===== src/hw/hp_map.svh =====
// Offsets, field positions, reset values and timing figures of the
// drive protection supervisor. Assumes a 50 MHz clock.
`ifndef HP_MAP_SVH
`define HP_MAP_SVH
`define HP_REG_CTRL 4'h0
`define HP_REG_LEVEL 4'h1
`define HP_REG_RESP 4'h2
`define HP_REG_RED 4'h3
`define HP_REG_PLSET 4'h4
`define HP_REG_FDLY 4'h5
`define HP_REG_AMB 4'h6
`define HP_REG_GAIN 4'h7
`define HP_REG_DOFN 4'h8
`define HP_REG_STAT 4'h9
`define HP_REG_RIPPLE 4'hA
`define HP_CTRL_GF_EN 0
`define HP_CTRL_FAN_MODE 1
`define HP_CTRL_LSO_EN 2
`define HP_CTRL_SCL_EN 3
`define HP_CTRL_HUNT_EN 4
`define HP_CTRL_BRK_SEL 5
`define HP_CTRL_V400 6
`define HP_STAT_OH_FAULT 2
`define HP_STAT_PL_FAULT 3
`define HP_STAT_GF 4
`define HP_RST_CTRL 8'h1D
`define HP_RST_LEVEL 8'h5F
`define HP_MIN_LEVEL 8'h32
`define HP_MAX_LEVEL 8'h82
`define HP_RST_RESP 3'h4
`define HP_MAX_RESP 3'h4
`define HP_RST_RED 10'h0C8
`define HP_MAX_RED 10'h3E8
`define HP_RST_PLSET 8'h32
`define HP_MAX_PLSET 8'hFA
`define HP_RST_FDLY 9'h12C
`define HP_MAX_FDLY 9'h12C
`define HP_MIN_AMB 6'h2D
`define HP_MAX_AMB 6'h3C
`define HP_RST_GAIN 8'h64
`define HP_MAX_GAIN 8'hFA
`define HP_RST_DOFN 8'h00
`define HP_DO_OH_PRE 8'h14
`define HP_RED_SCALE 1000
`define HP_GAIN_SCALE 100
`define HP_SCANS 4'h9
`define HP_LS_FREQ 16'h0258
`define HP_CLK_KHZ 50000
`define HP_PL_START_MS 12000
`define HP_PL_SCAN_MS 1280
`define HP_SEC_MS 1000
`endif


===== src/hw/hp_pkg.sv =====
// Types of the drive protection supervisor.
// Assumes nothing beyond a SystemVerilog compiler.
package hp_pkg;
  typedef enum logic [1:0] {
    HP_PL_WAIT = 2'b01,
    HP_PL_SCAN = 2'b10
  } hp_pl_e;
  typedef enum logic [1:0] {
    HP_STOP_NONE = 2'b00,
    HP_STOP_RAMP = 2'b01,
    HP_STOP_COAST = 2'b10,
    HP_STOP_FAST = 2'b11
  } hp_stop_e;
  typedef struct packed {
    logic [7:0] ctrl;
    logic [7:0] level;
    logic [2:0] resp;
    logic [9:0] red;
    logic [7:0] plset;
    logic [8:0] fdly;
    logic [5:0] amb;
    logic [7:0] gain;
    logic [7:0] dofn;
    logic oh_raw;
    logic oh_alarm;
    logic oh_fault;
    logic dout;
    hp_stop_e stop;
    logic pl_fault;
    logic gf;
    logic fan;
    logic [8:0] fan_s;
    logic [31:0] tick;
    hp_pl_e pl;
    logic [31:0] pl_cnt;
    logic [9:0] vmin;
    logic [9:0] vmax;
    logic [13:0] sum;
    logic [13:0] ripple;
    logic [3:0] nscan;
    logic [15:0] spd;
    logic cl;
    logic ol_fast;
    logic [7:0] ol_pct;
    logic [15:0] vadj;
    logic [15:0] rdata;
    logic run_s1;
    logic run_s2;
  } hp_state_s;
endpackage : hp_pkg


===== src/hw/hp_protect.sv =====
// Drive protection supervisor: overheat, phase loss, ground fault, fan,
// overload derating, soft current limit and hunting prevention.
// Assumes sensor values come from logic on clk; run_cmd is a pin.
//
// The register offsets and the plain strobed port were left to the implementer.
`include "hp_map.svh"
module hp_protect
  import hp_pkg::*;
#(
  parameter int NUM_SENS = 3,
  parameter logic [15:0] RATED_I = 16'h03E8,
  parameter logic [15:0] CL_STEP = 16'h0001,
  parameter int unsigned START_CYC = `HP_CLK_KHZ * `HP_PL_START_MS,
  parameter int unsigned SCAN_CYC = `HP_CLK_KHZ * `HP_PL_SCAN_MS,
  parameter int unsigned SEC_CYC = `HP_CLK_KHZ * `HP_SEC_MS
) (
  input wire logic clk,
  input wire logic nrst,
  input wire logic [3:0] addr,
  input wire logic [15:0] wdata,
  input wire logic wr,
  input wire logic rd,
  output logic [15:0] rdata,
  input wire logic [NUM_SENS*8-1:0] sink_temp,
  input wire logic [9:0] bus_volt,
  input wire logic bus_valid,
  input wire logic signed [15:0] phase_a,
  input wire logic signed [15:0] phase_b,
  input wire logic signed [15:0] phase_c,
  input wire logic [15:0] out_freq,
  input wire logic [15:0] out_cur,
  input wire logic [15:0] speed_cmd,
  input wire logic [15:0] max_freq,
  input wire logic signed [15:0] mag_err,
  input wire logic run_cmd,
  output logic overheat_alarm,
  output logic overheat_prealarm_fault,
  output logic [1:0] stop_mode,
  output logic dout_close,
  output logic input_phase_loss_fault,
  output logic ground_fault,
  output logic fan_on,
  output logic [15:0] speed_out,
  output logic current_limit_active,
  output logic ol_fast,
  output logic [7:0] ol_level_pct,
  output logic [15:0] volt_adj
);
  localparam logic [7:0] DERATE [0:15] = '{
    8'h64, 8'h62, 8'h60, 8'h5E, 8'h5C, 8'h5A, 8'h58, 8'h56,
    8'h54, 8'h52, 8'h50, 8'h4E, 8'h4C, 8'h4A, 8'h48, 8'h46
  };
  localparam hp_state_s RST = '{
    ctrl: `HP_RST_CTRL, level: `HP_RST_LEVEL, resp: `HP_RST_RESP,
    red: `HP_RST_RED, plset: `HP_RST_PLSET, fdly: `HP_RST_FDLY,
    amb: `HP_MIN_AMB, gain: `HP_RST_GAIN, dofn: `HP_RST_DOFN,
    stop: HP_STOP_NONE, pl: HP_PL_WAIT, vmin: 10'h3FF, ol_pct: 8'h64,
    default: '0
  };

  hp_state_s st;
  hp_state_s next_st;
  logic [NUM_SENS-1:0] hot;
  logic hot_any;
  logic [9:0] diff;
  logic [13:0] sum_new;
  logic [13:0] trip;
  logic signed [17:0] gnd;
  logic [17:0] gnd_abs;
  logic [25:0] red_prod;
  logic [15:0] red_amt;
  logic [15:0] spd_base;
  logic [15:0] spd_cl;
  logic signed [24:0] hunt_prod;
  logic scan_end;
  logic cl_now;

  function automatic logic [15:0] clamp(input logic [15:0] v,
                                        input logic [15:0] lo,
                                        input logic [15:0] hi);
    clamp = (v < lo) ? lo : ((v > hi) ? hi : v);
  endfunction : clamp

  // Per-sensor pre-alarm compare
  for (genvar i = 0; i < NUM_SENS; i++) begin : g_sens
    assign hot[i] = sink_temp[i*8 +: 8] > st.level;
  end
  assign hot_any = |hot;

  always_comb begin
    next_st = st;
    diff = (st.vmax > st.vmin) ? st.vmax - st.vmin : 10'h000;
    sum_new = st.sum + {4'h0, diff};
    trip = st.ctrl[`HP_CTRL_V400] ? {4'h0, st.plset, 2'b00} << 1
                                  : {4'h0, st.plset, 2'b00};
    gnd = 18'(phase_a) + 18'(phase_b) + 18'(phase_c);
    gnd_abs = gnd[17] ? 18'(-gnd) : 18'(gnd);
    red_prod = max_freq * st.red;
    red_amt = 16'(red_prod / `HP_RED_SCALE);
    hunt_prod = mag_err * $signed({1'b0, st.gain});
    scan_end = st.pl_cnt == SCAN_CYC - 1;
    cl_now = st.ctrl[`HP_CTRL_SCL_EN] &&
             (20'(out_cur) * 20'd10 > 20'(RATED_I) * 20'd11);
    spd_base = speed_cmd;
    spd_cl = (out_freq > CL_STEP) ? out_freq - CL_STEP : 16'h0000;

    // Pin synchroniser
    next_st.run_s1 = run_cmd;
    next_st.run_s2 = st.run_s1;

    // Register writes; out-of-range values are clamped, except CTRL and DOFN, which take the low byte of wdata
    if (wr) begin
      case (addr)
        `HP_REG_CTRL: next_st.ctrl = wdata[7:0];
        `HP_REG_LEVEL: next_st.level = 8'(clamp(wdata,
          16'(`HP_MIN_LEVEL), 16'(`HP_MAX_LEVEL)));
        `HP_REG_RESP: next_st.resp = 3'(clamp(wdata, 16'h0000,
          16'(`HP_MAX_RESP)));
        `HP_REG_RED: next_st.red = 10'(clamp(wdata, 16'h0000,
          16'(`HP_MAX_RED)));
        `HP_REG_PLSET: next_st.plset = 8'(clamp(wdata, 16'h0000,
          16'(`HP_MAX_PLSET)));
        `HP_REG_FDLY: next_st.fdly = 9'(clamp(wdata, 16'h0000,
          16'(`HP_MAX_FDLY)));
        `HP_REG_AMB: next_st.amb = 6'(clamp(wdata, 16'(`HP_MIN_AMB),
          16'(`HP_MAX_AMB)));
        `HP_REG_GAIN: next_st.gain = 8'(clamp(wdata, 16'h0000,
          16'(`HP_MAX_GAIN)));
        `HP_REG_DOFN: next_st.dofn = wdata[7:0];
        `HP_REG_STAT: begin
          if (wdata[`HP_STAT_OH_FAULT]) next_st.oh_fault = 1'b0;
          if (wdata[`HP_STAT_PL_FAULT]) next_st.pl_fault = 1'b0;
          if (wdata[`HP_STAT_GF]) next_st.gf = 1'b0;
        end
        default: ;
      endcase
    end

    // Overheat detection and response; a set beats a clear
    next_st.oh_raw = hot_any;
    next_st.dout = st.oh_raw && (st.dofn == `HP_DO_OH_PRE);
    next_st.oh_alarm = st.oh_raw && (st.resp >= 3'h3);
    if (st.oh_raw && st.resp < 3'h3) next_st.oh_fault = 1'b1;

    // Ground fault
    if (st.ctrl[`HP_CTRL_GF_EN] && (gnd_abs << 1) > 18'(RATED_I))
      next_st.gf = 1'b1;

    // Phase loss scanner
    case (st.pl)
      HP_PL_WAIT: begin
        next_st.pl_cnt = st.pl_cnt + 32'h0000_0001;
        if (st.pl_cnt == START_CYC - 1) begin
          next_st.pl = HP_PL_SCAN;
          next_st.pl_cnt = '0;
        end
      end
      HP_PL_SCAN: begin
        next_st.pl_cnt = st.pl_cnt + 32'h0000_0001;
        if (bus_valid && bus_volt < st.vmin) next_st.vmin = bus_volt;
        if (bus_valid && bus_volt > st.vmax) next_st.vmax = bus_volt;
        if (scan_end) begin
          next_st.pl_cnt = '0;
          next_st.vmin = 10'h3FF;
          next_st.vmax = 10'h000;
          next_st.sum = sum_new;
          next_st.nscan = st.nscan + 4'h1;
          if (st.nscan == `HP_SCANS) begin
            next_st.nscan = 4'h0;
            next_st.sum = 14'h0000;
            next_st.ripple = sum_new;
            if (sum_new > trip) next_st.pl_fault = 1'b1;
          end
        end
      end
      default: begin
        next_st.pl = HP_PL_WAIT;
        next_st.pl_cnt = '0;
      end
    endcase

    // Stop request; coast wins over the other stops
    if (st.gf || st.pl_fault) next_st.stop = HP_STOP_COAST;
    else if (st.oh_fault) begin
      case (st.resp)
        3'h0: next_st.stop = HP_STOP_RAMP;
        3'h1: next_st.stop = HP_STOP_COAST;
        3'h2: next_st.stop = HP_STOP_FAST;
        default: next_st.stop = HP_STOP_NONE;
      endcase
    end else next_st.stop = HP_STOP_NONE;

    // Speed reduction and soft current limit
    if (st.oh_raw && st.resp == `HP_MAX_RESP)
      spd_base = (speed_cmd > red_amt) ? speed_cmd - red_amt
                                       : 16'h0000;
    next_st.cl = cl_now;
    next_st.spd = (cl_now && spd_cl < spd_base) ? spd_cl : spd_base;

    // Overload shaping
    next_st.ol_fast = st.ctrl[`HP_CTRL_LSO_EN] && out_freq <= `HP_LS_FREQ
                      && out_cur > RATED_I;
    next_st.ol_pct = DERATE[4'(st.amb - `HP_MIN_AMB)];

    // Hunting prevention voltage trim
    next_st.vadj = st.ctrl[`HP_CTRL_HUNT_EN]
                   ? 16'(-(hunt_prod / 25'sd100)) : 16'h0000;

    // Fan control with delayed turn-off
    next_st.tick = (st.tick == SEC_CYC - 1) ? '0 : st.tick + 32'h0000_0001;
    if (st.ctrl[`HP_CTRL_FAN_MODE]) begin
      next_st.fan = 1'b1;
      next_st.fan_s = 9'h000;
    end else if (st.run_s2) begin
      next_st.fan = 1'b1;
      next_st.fan_s = st.fdly;
    end else begin
      if (st.fan_s != 9'h000 && st.tick == SEC_CYC - 1)
        next_st.fan_s = st.fan_s - 9'h001;
      next_st.fan = next_st.fan_s != 9'h000;
    end

    // Register reads, data in the following cycle
    next_st.rdata = 16'h0000;
    if (rd) begin
      case (addr)
        `HP_REG_CTRL: next_st.rdata = {8'h00, st.ctrl};
        `HP_REG_LEVEL: next_st.rdata = {8'h00, st.level};
        `HP_REG_RESP: next_st.rdata = {13'h0000, st.resp};
        `HP_REG_RED: next_st.rdata = {6'h00, st.red};
        `HP_REG_PLSET: next_st.rdata = {8'h00, st.plset};
        `HP_REG_FDLY: next_st.rdata = {7'h00, st.fdly};
        `HP_REG_AMB: next_st.rdata = {10'h000, st.amb};
        `HP_REG_GAIN: next_st.rdata = {8'h00, st.gain};
        `HP_REG_DOFN: next_st.rdata = {8'h00, st.dofn};
        `HP_REG_STAT: next_st.rdata = {6'h00, st.stop, st.ol_fast, st.cl,
          st.fan, st.gf, st.pl_fault, st.oh_fault, st.oh_alarm, st.oh_raw};
        `HP_REG_RIPPLE: next_st.rdata = {2'h0, st.ripple};
        default: next_st.rdata = 16'h0000;
      endcase
    end
  end

  always_ff @(posedge clk or negedge nrst) begin
    if (!nrst) st <= RST;
    else st <= next_st;
  end

  assign rdata = st.rdata;
  assign overheat_alarm = st.oh_alarm;
  assign overheat_prealarm_fault = st.oh_fault;
  assign stop_mode = st.stop;
  assign dout_close = st.dout;
  assign input_phase_loss_fault = st.pl_fault;
  assign ground_fault = st.gf;
  assign fan_on = st.fan;
  assign speed_out = st.spd;
  assign current_limit_active = st.cl;
  assign ol_fast = st.ol_fast;
  assign ol_level_pct = st.ol_pct;
  assign volt_adj = st.vadj;
endmodule : hp_protect


===== config.mk =====
export PLATFORM = sky130hd
export DESIGN_NAME = hp_protect
export DESIGN_NICKNAME = d
export VERILOG_FILES = /design/src/hw/hp_pkg.sv /design/src/hw/hp_protect.sv
export VERILOG_INCLUDE_DIRS = /design/src /design/src/hw
export SDC_FILE = /design/constraint.sdc
export NUM_CORES = 2
export LEC_CHECK = 0
export BUFFER_PORTS_ARGS = -buffer_cell sky130_fd_sc_hd__buf_4
export CAP_MARGIN = 20
export CORE_MARGIN = 10
export CORE_UTILIZATION = 40
export CTS_CLUSTER_SIZE = 40
export DETAILED_ROUTE_END_ITERATION = 6
export GPL_TIMING_DRIVEN = 1
export PLACE_DENSITY = 0.68
export SYNTH_ARGS = -nofsm -noshare
export SYNTH_HDL_FRONTEND = slang
export SYNTH_SLANG_ARGS = --single-unit

===== constraint.sdc =====
create_clock -name clk -period 28.7 [get_ports clk]
set_clock_uncertainty 0.05 [all_clocks]
set_input_delay 1.435 -clock clk [delete_from_list [all_inputs] [get_ports clk]]
set_output_delay 1.435 -clock clk [all_outputs]
set_load 0.03 [all_outputs]

# After elaboration in Yosys (flattened, before gate mapping)
# Memory sizes are Yosys's and may differ from the RTL's. A register that Yosys moved wholly into a read port is not among the register bits.
# Index checks and enable logic that the tools add are counted.
# word_totals
regBits,256
mem_bits_ro,128
output_inout_bits,66
n_memories,1
# op_classes
addsub,13
multipliers,3
div_mod_pow,2
n_lt_le_gt_ge,25
n_eq_ne,21
n_mux,51
n_bitwise,2
reduce_logical,43
# mem_list
name,words,width,rd,rd_clocked_by_memory_dff,wr,line,text
(no name shown),16,8,1,1,0,hp_protect.sv:203,next_st.ol_pct = DERATE[4'(st.amb - `HP_MIN_AMB)];
# ops
cell,n
14-bit one-hot mux with 11 select lines,1
84-bit two-way mux,1
16-bit two-way mux,5
10-bit two-way mux,7
"32-bit by 1-bit adder with 32-bit output, second input constant",2
"32-bit by 26-bit equality test with 1-bit output, second input constant",2
32-bit two-way mux,2
32-bit one-hot mux with 2 select lines,1
9-bit two-way mux,5
34-bit two-way mux,1
"26-bit by 10-bit divider with 32-bit output, second input constant",1
"32-bit by 30-bit equality test with 1-bit output, second input constant",1
"16-bit by 10-bit > comparator with 1-bit output, second input constant",2
"16-bit by 8-bit > comparator with 1-bit output, second input constant",2
"16-bit by 6-bit less-than comparator with 1-bit output, second input constant",2
8-bit two-way mux,4
16-bit by 10-bit multiplier with 26-bit output,1
2-bit AND reduction,13
"25-bit by 8-bit divider with 25-bit output, second input constant",1
16-bit by 9-bit multiplier with 25-bit output,1
8-bit > comparator,3
10-bit > comparator,2
"20-bit by 14-bit > comparator with 1-bit output, second input constant",1
"16-bit by 3-bit multiplier with 19-bit output, second input constant",1
55 further kinds,98

# Longest topological paths before layout
# depth
word_depth,8
depth_mapped,105
mapped_depth_nobuf,96

# Worst setup path after synthesis
# No wires, ideal clock.
# synth_path
kind,input to register
from,input port max_freq[10]
to,register st (netlist bit speed_out[0])
setup_ps,119
arrival_time_ps,22444
slack_ps,6088
stages,98
path_buffers,9
path_cell_list,buf_1 -> nand2_1 -> fa_1 -> inv_1 -> fa_1 -> fa_1 -> fa_1 -> inv_1 -> fa_1 -> inv_1 -> ha_1 -> clkbuf_1 -> a21oi_1 -> o21bai_1 -> a21oi_1 -> o21ai_1 -> a311o_1 -> a21oi_1 -> [... 62 more ...] -> a21o_1 -> a21oi_1 -> nor3_1 -> clkbuf_1 -> a22oi_1 -> ha_1 -> nor2b_1 -> o21ai_0 -> nand2b_1 -> a21oi_1 -> nor2b_1 -> o21ai_0 -> nand2b_1 -> a21oi_1 -> o311a_1 -> clkbuf_1 -> o21ai_0 -> o21a_1
# synth_lines
element,line,text
from (decl),hp_protect.sv:33,"input wire logic [15:0] max_freq,"
to (signal assigned),hp_protect.sv:246,else st <= next_st;
to (decl),hp_protect.sv:61,hp_state_s st;

==> impl_metrics.tcl <==
set metrics [dict create \
    drtIter0Drc 3044 \
    cp-end-kind "flop" \
    hold_path_end "st[0]" \
    hold_depth 0 \
    initial_core_util 0.402 \
    post_cts.repair.setup_buffers 0 \
    wl_um 108000 \
    crit_type "in -> reg" \
    slowest_stage "a22oi_1" \
    hp-start "next_st[0]" \
    ys_ff_latch 259 \
    die_area_mm2 0.106 \
    core_area_mm2 0.0932 \
    synth-edff-count 0 \
    status "completed" \
    route.detailed.wl_per_inst_um 18.0 \
    postLayoutCoreUtil 0.442 \
    die_height_um 326 \
    gr-usage-all-layers 0.196 \
    ff2ff_setup_slack_ns 3.00 \
    drc 0 \
    post-route-min-period_ns 25.81 \
    cp.arrival_ns 26.25 \
    rows 112 \
    start_kind "input pin" \
    grt_pass1_wl_um 176000 \
    clkTransAtPathRegs_ns 0.06 \
    cpPeakStageDelay_ns 0.81 \
    tightest_slew_ns 1.11 \
    required_ns 29.14 \
    synth_area_mm2 0.0375 \
    antenna_found_initial 11 \
    r2r_start "st[236]" \
    vias 34300 \
    cts.htree.levels 1 \
    worst-r2r-cell-count 93 \
    slew_headroom 0.252 \
    grt_max_degree 122 \
    finalHoldViolCount 0 \
    yosysSeqAreaShare 0.174 \
    vias_per_cell 5.73 \
    port_buffers 248 \
    fin_nets 5401 \
    final_layout_size_suffix_gt1_frac 0.108 \
    synth_area_per_cell_um2 8.11 \
    grt.overflow.total 0 \
    layout_commonest_cell "nand2_1" \
    syn_to_final_growth_pct 9.95 \
    root_buffer "clkbuf_16" \
    cts_num_sinks 259 \
    cts_tree "done" \
    ys_warn_count 0 \
    finalCritPeriodShare 0.899 \
    ys.flop_type "dfrtp_1" \
    rsz0062_at_grt "no" \
    setup_viol 0 \
    cts_made_buffers 31 \
    synthDistinctLibCells 125 \
    final_antenna_net_count 0 \
    crit_top_cell "a21o_1" \
    io_pins 254 \
    place_congestion 0.944 \
    ctsResizeCount 0 \
    hold_buffers 0 \
    rr_endpoint "speed_out[0]" \
    async_reset_ff_frac 1.00 \
    dp_hpwl_um 87100 \
    fp.dieW_um 326 \
    layout_common_cells "458 x nand2_1, 381 x inv_1, 352 x nor2_1" \
    tns_ns 0 \
    worstSkewPairLatency_ns 0.61 \
    syn_inst 4624 \
    cp_max_fo 32 \
    grt_pass1_vias 33300 \
    max-cap-violations 0 \
    max_freq_ghz 0.0387 \
    hp-class "reg -> reg" \
    drv_slew 0 \
    first_pass_iters 6 \
    setup.worst_path.start "max_freq[6]" \
    cts_buffer_depth 3 \
]
[cell type report]
type,instances,area (um^2)
Multi-Input combinational cell,3764,28400
Tap cell,1254,1570
Clock buffer,37,838
Clock inverter,21,330
Inverter,385,1450
Fill cell,9189,52000
Timing Repair Buffer,267,2030
Sequential cell,259,6530
Antenna cell,4,10.0
[synthesized netlist by cell type (all sizes together), types with 36 or more instances]
master / instances / share of area
a211oi: 42 / 0.0085
a21o: 78 / 0.016
a21oi: 248 / 0.034
a22oi: 39 / 0.0081
a31oi: 52 / 0.0098
and2: 200 / 0.033
and3: 45 / 0.0077
buf: 84 / 0.015
clkbuf: 135 / 0.014
dfrtp: 218 / 0.15
dfstp: 41 / 0.029
fa: 233 / 0.12
ha: 272 / 0.091
inv: 383 / 0.038
mux2: 43 / 0.013
mux2i: 46 / 0.012
nand2: 458 / 0.046
nand2b: 47 / 0.0079
nand3: 154 / 0.021
nand4: 49 / 0.0083
nor2: 354 / 0.036
nor2b: 53 / 0.0088
nor3: 128 / 0.018
nor4: 45 / 0.0079
o211ai: 36 / 0.0073
o21ai: 231 / 0.031
or3: 39 / 0.0066
xnor2: 182 / 0.043
xor2: 113 / 0.026
[cell families after synthesis]
| group | Yosys count | share of synthesized area |
|---|---|---|
| AND/OR/NAND/NOR | 1688 | 0.225 |
| AO/OA/AOI/OAI | 1174 | 0.221 |
| buffers and inverters | 604 | 0.0672 |
| adder cells (fa/ha/maj) | 513 | 0.217 |
| XOR/XNOR | 295 | 0.0693 |
| flip-flops | 259 | 0.174 |
| multiplexers | 89 | 0.0254 |
| other | 2 | 0.000200 |
[registers in the layout (all words and copies together) (netlist names), 2 cells and up]
register      count
ol_level_pct      5
speed_out        16
volt_adj         16
st              197
rdata            14
stop_mode         2
[routing by layer]
layer  up-vias  share of wire  global-route usage
li1      16600              -                   -
met1     16500           0.45               0.270
met2      1059           0.45               0.312
met3       159          0.078              0.0394
met4        10          0.023              0.0455
met5         -        0.00075                   0
[worst max-delay path by stage]
stage,cells after the start,to
floorplan,98,speed_out[0]
global placement,94,speed_out[0]
detailed placement,94,speed_out[0]
CTS,94,speed_out[0]
global route,94,speed_out[0]
finish,94,speed_out[0]
[critical path: cells and delay by family]
family	cells	cell delay (ns)
AO/OA/AOI/OAI	48	13.68
XOR/XNOR	2	0.91
adder cells (fa/ha/maj)	10	4.17
buffers and inverters	10	1.33
multiplexers	4	1.21
AND/OR/NAND/NOR	20	3.47
[stage by stage]
step | instance area, um^2 | worst slack (ns) | instances | hold WS, ns
2_1_floorplan | 37500 | 6.09 | 4627 | 0.281
3_3_place_gp | 40000 | 3.22 | 5924 | 0.284
3_5_place_dp | 40000 | 2.71 | 5924 | 0.297
4_1_cts | 41100 | 3.22 | 5982 | 0.314
5_1_grt | 41200 | 0.548 | 5989 | 0.322
6_report | 41200 | 2.89 | 5991 | 0.307
Power is left out: the tool's default activity adds up to more than one toggle a clock period on the data nets, which glitch-free logic cannot reach.
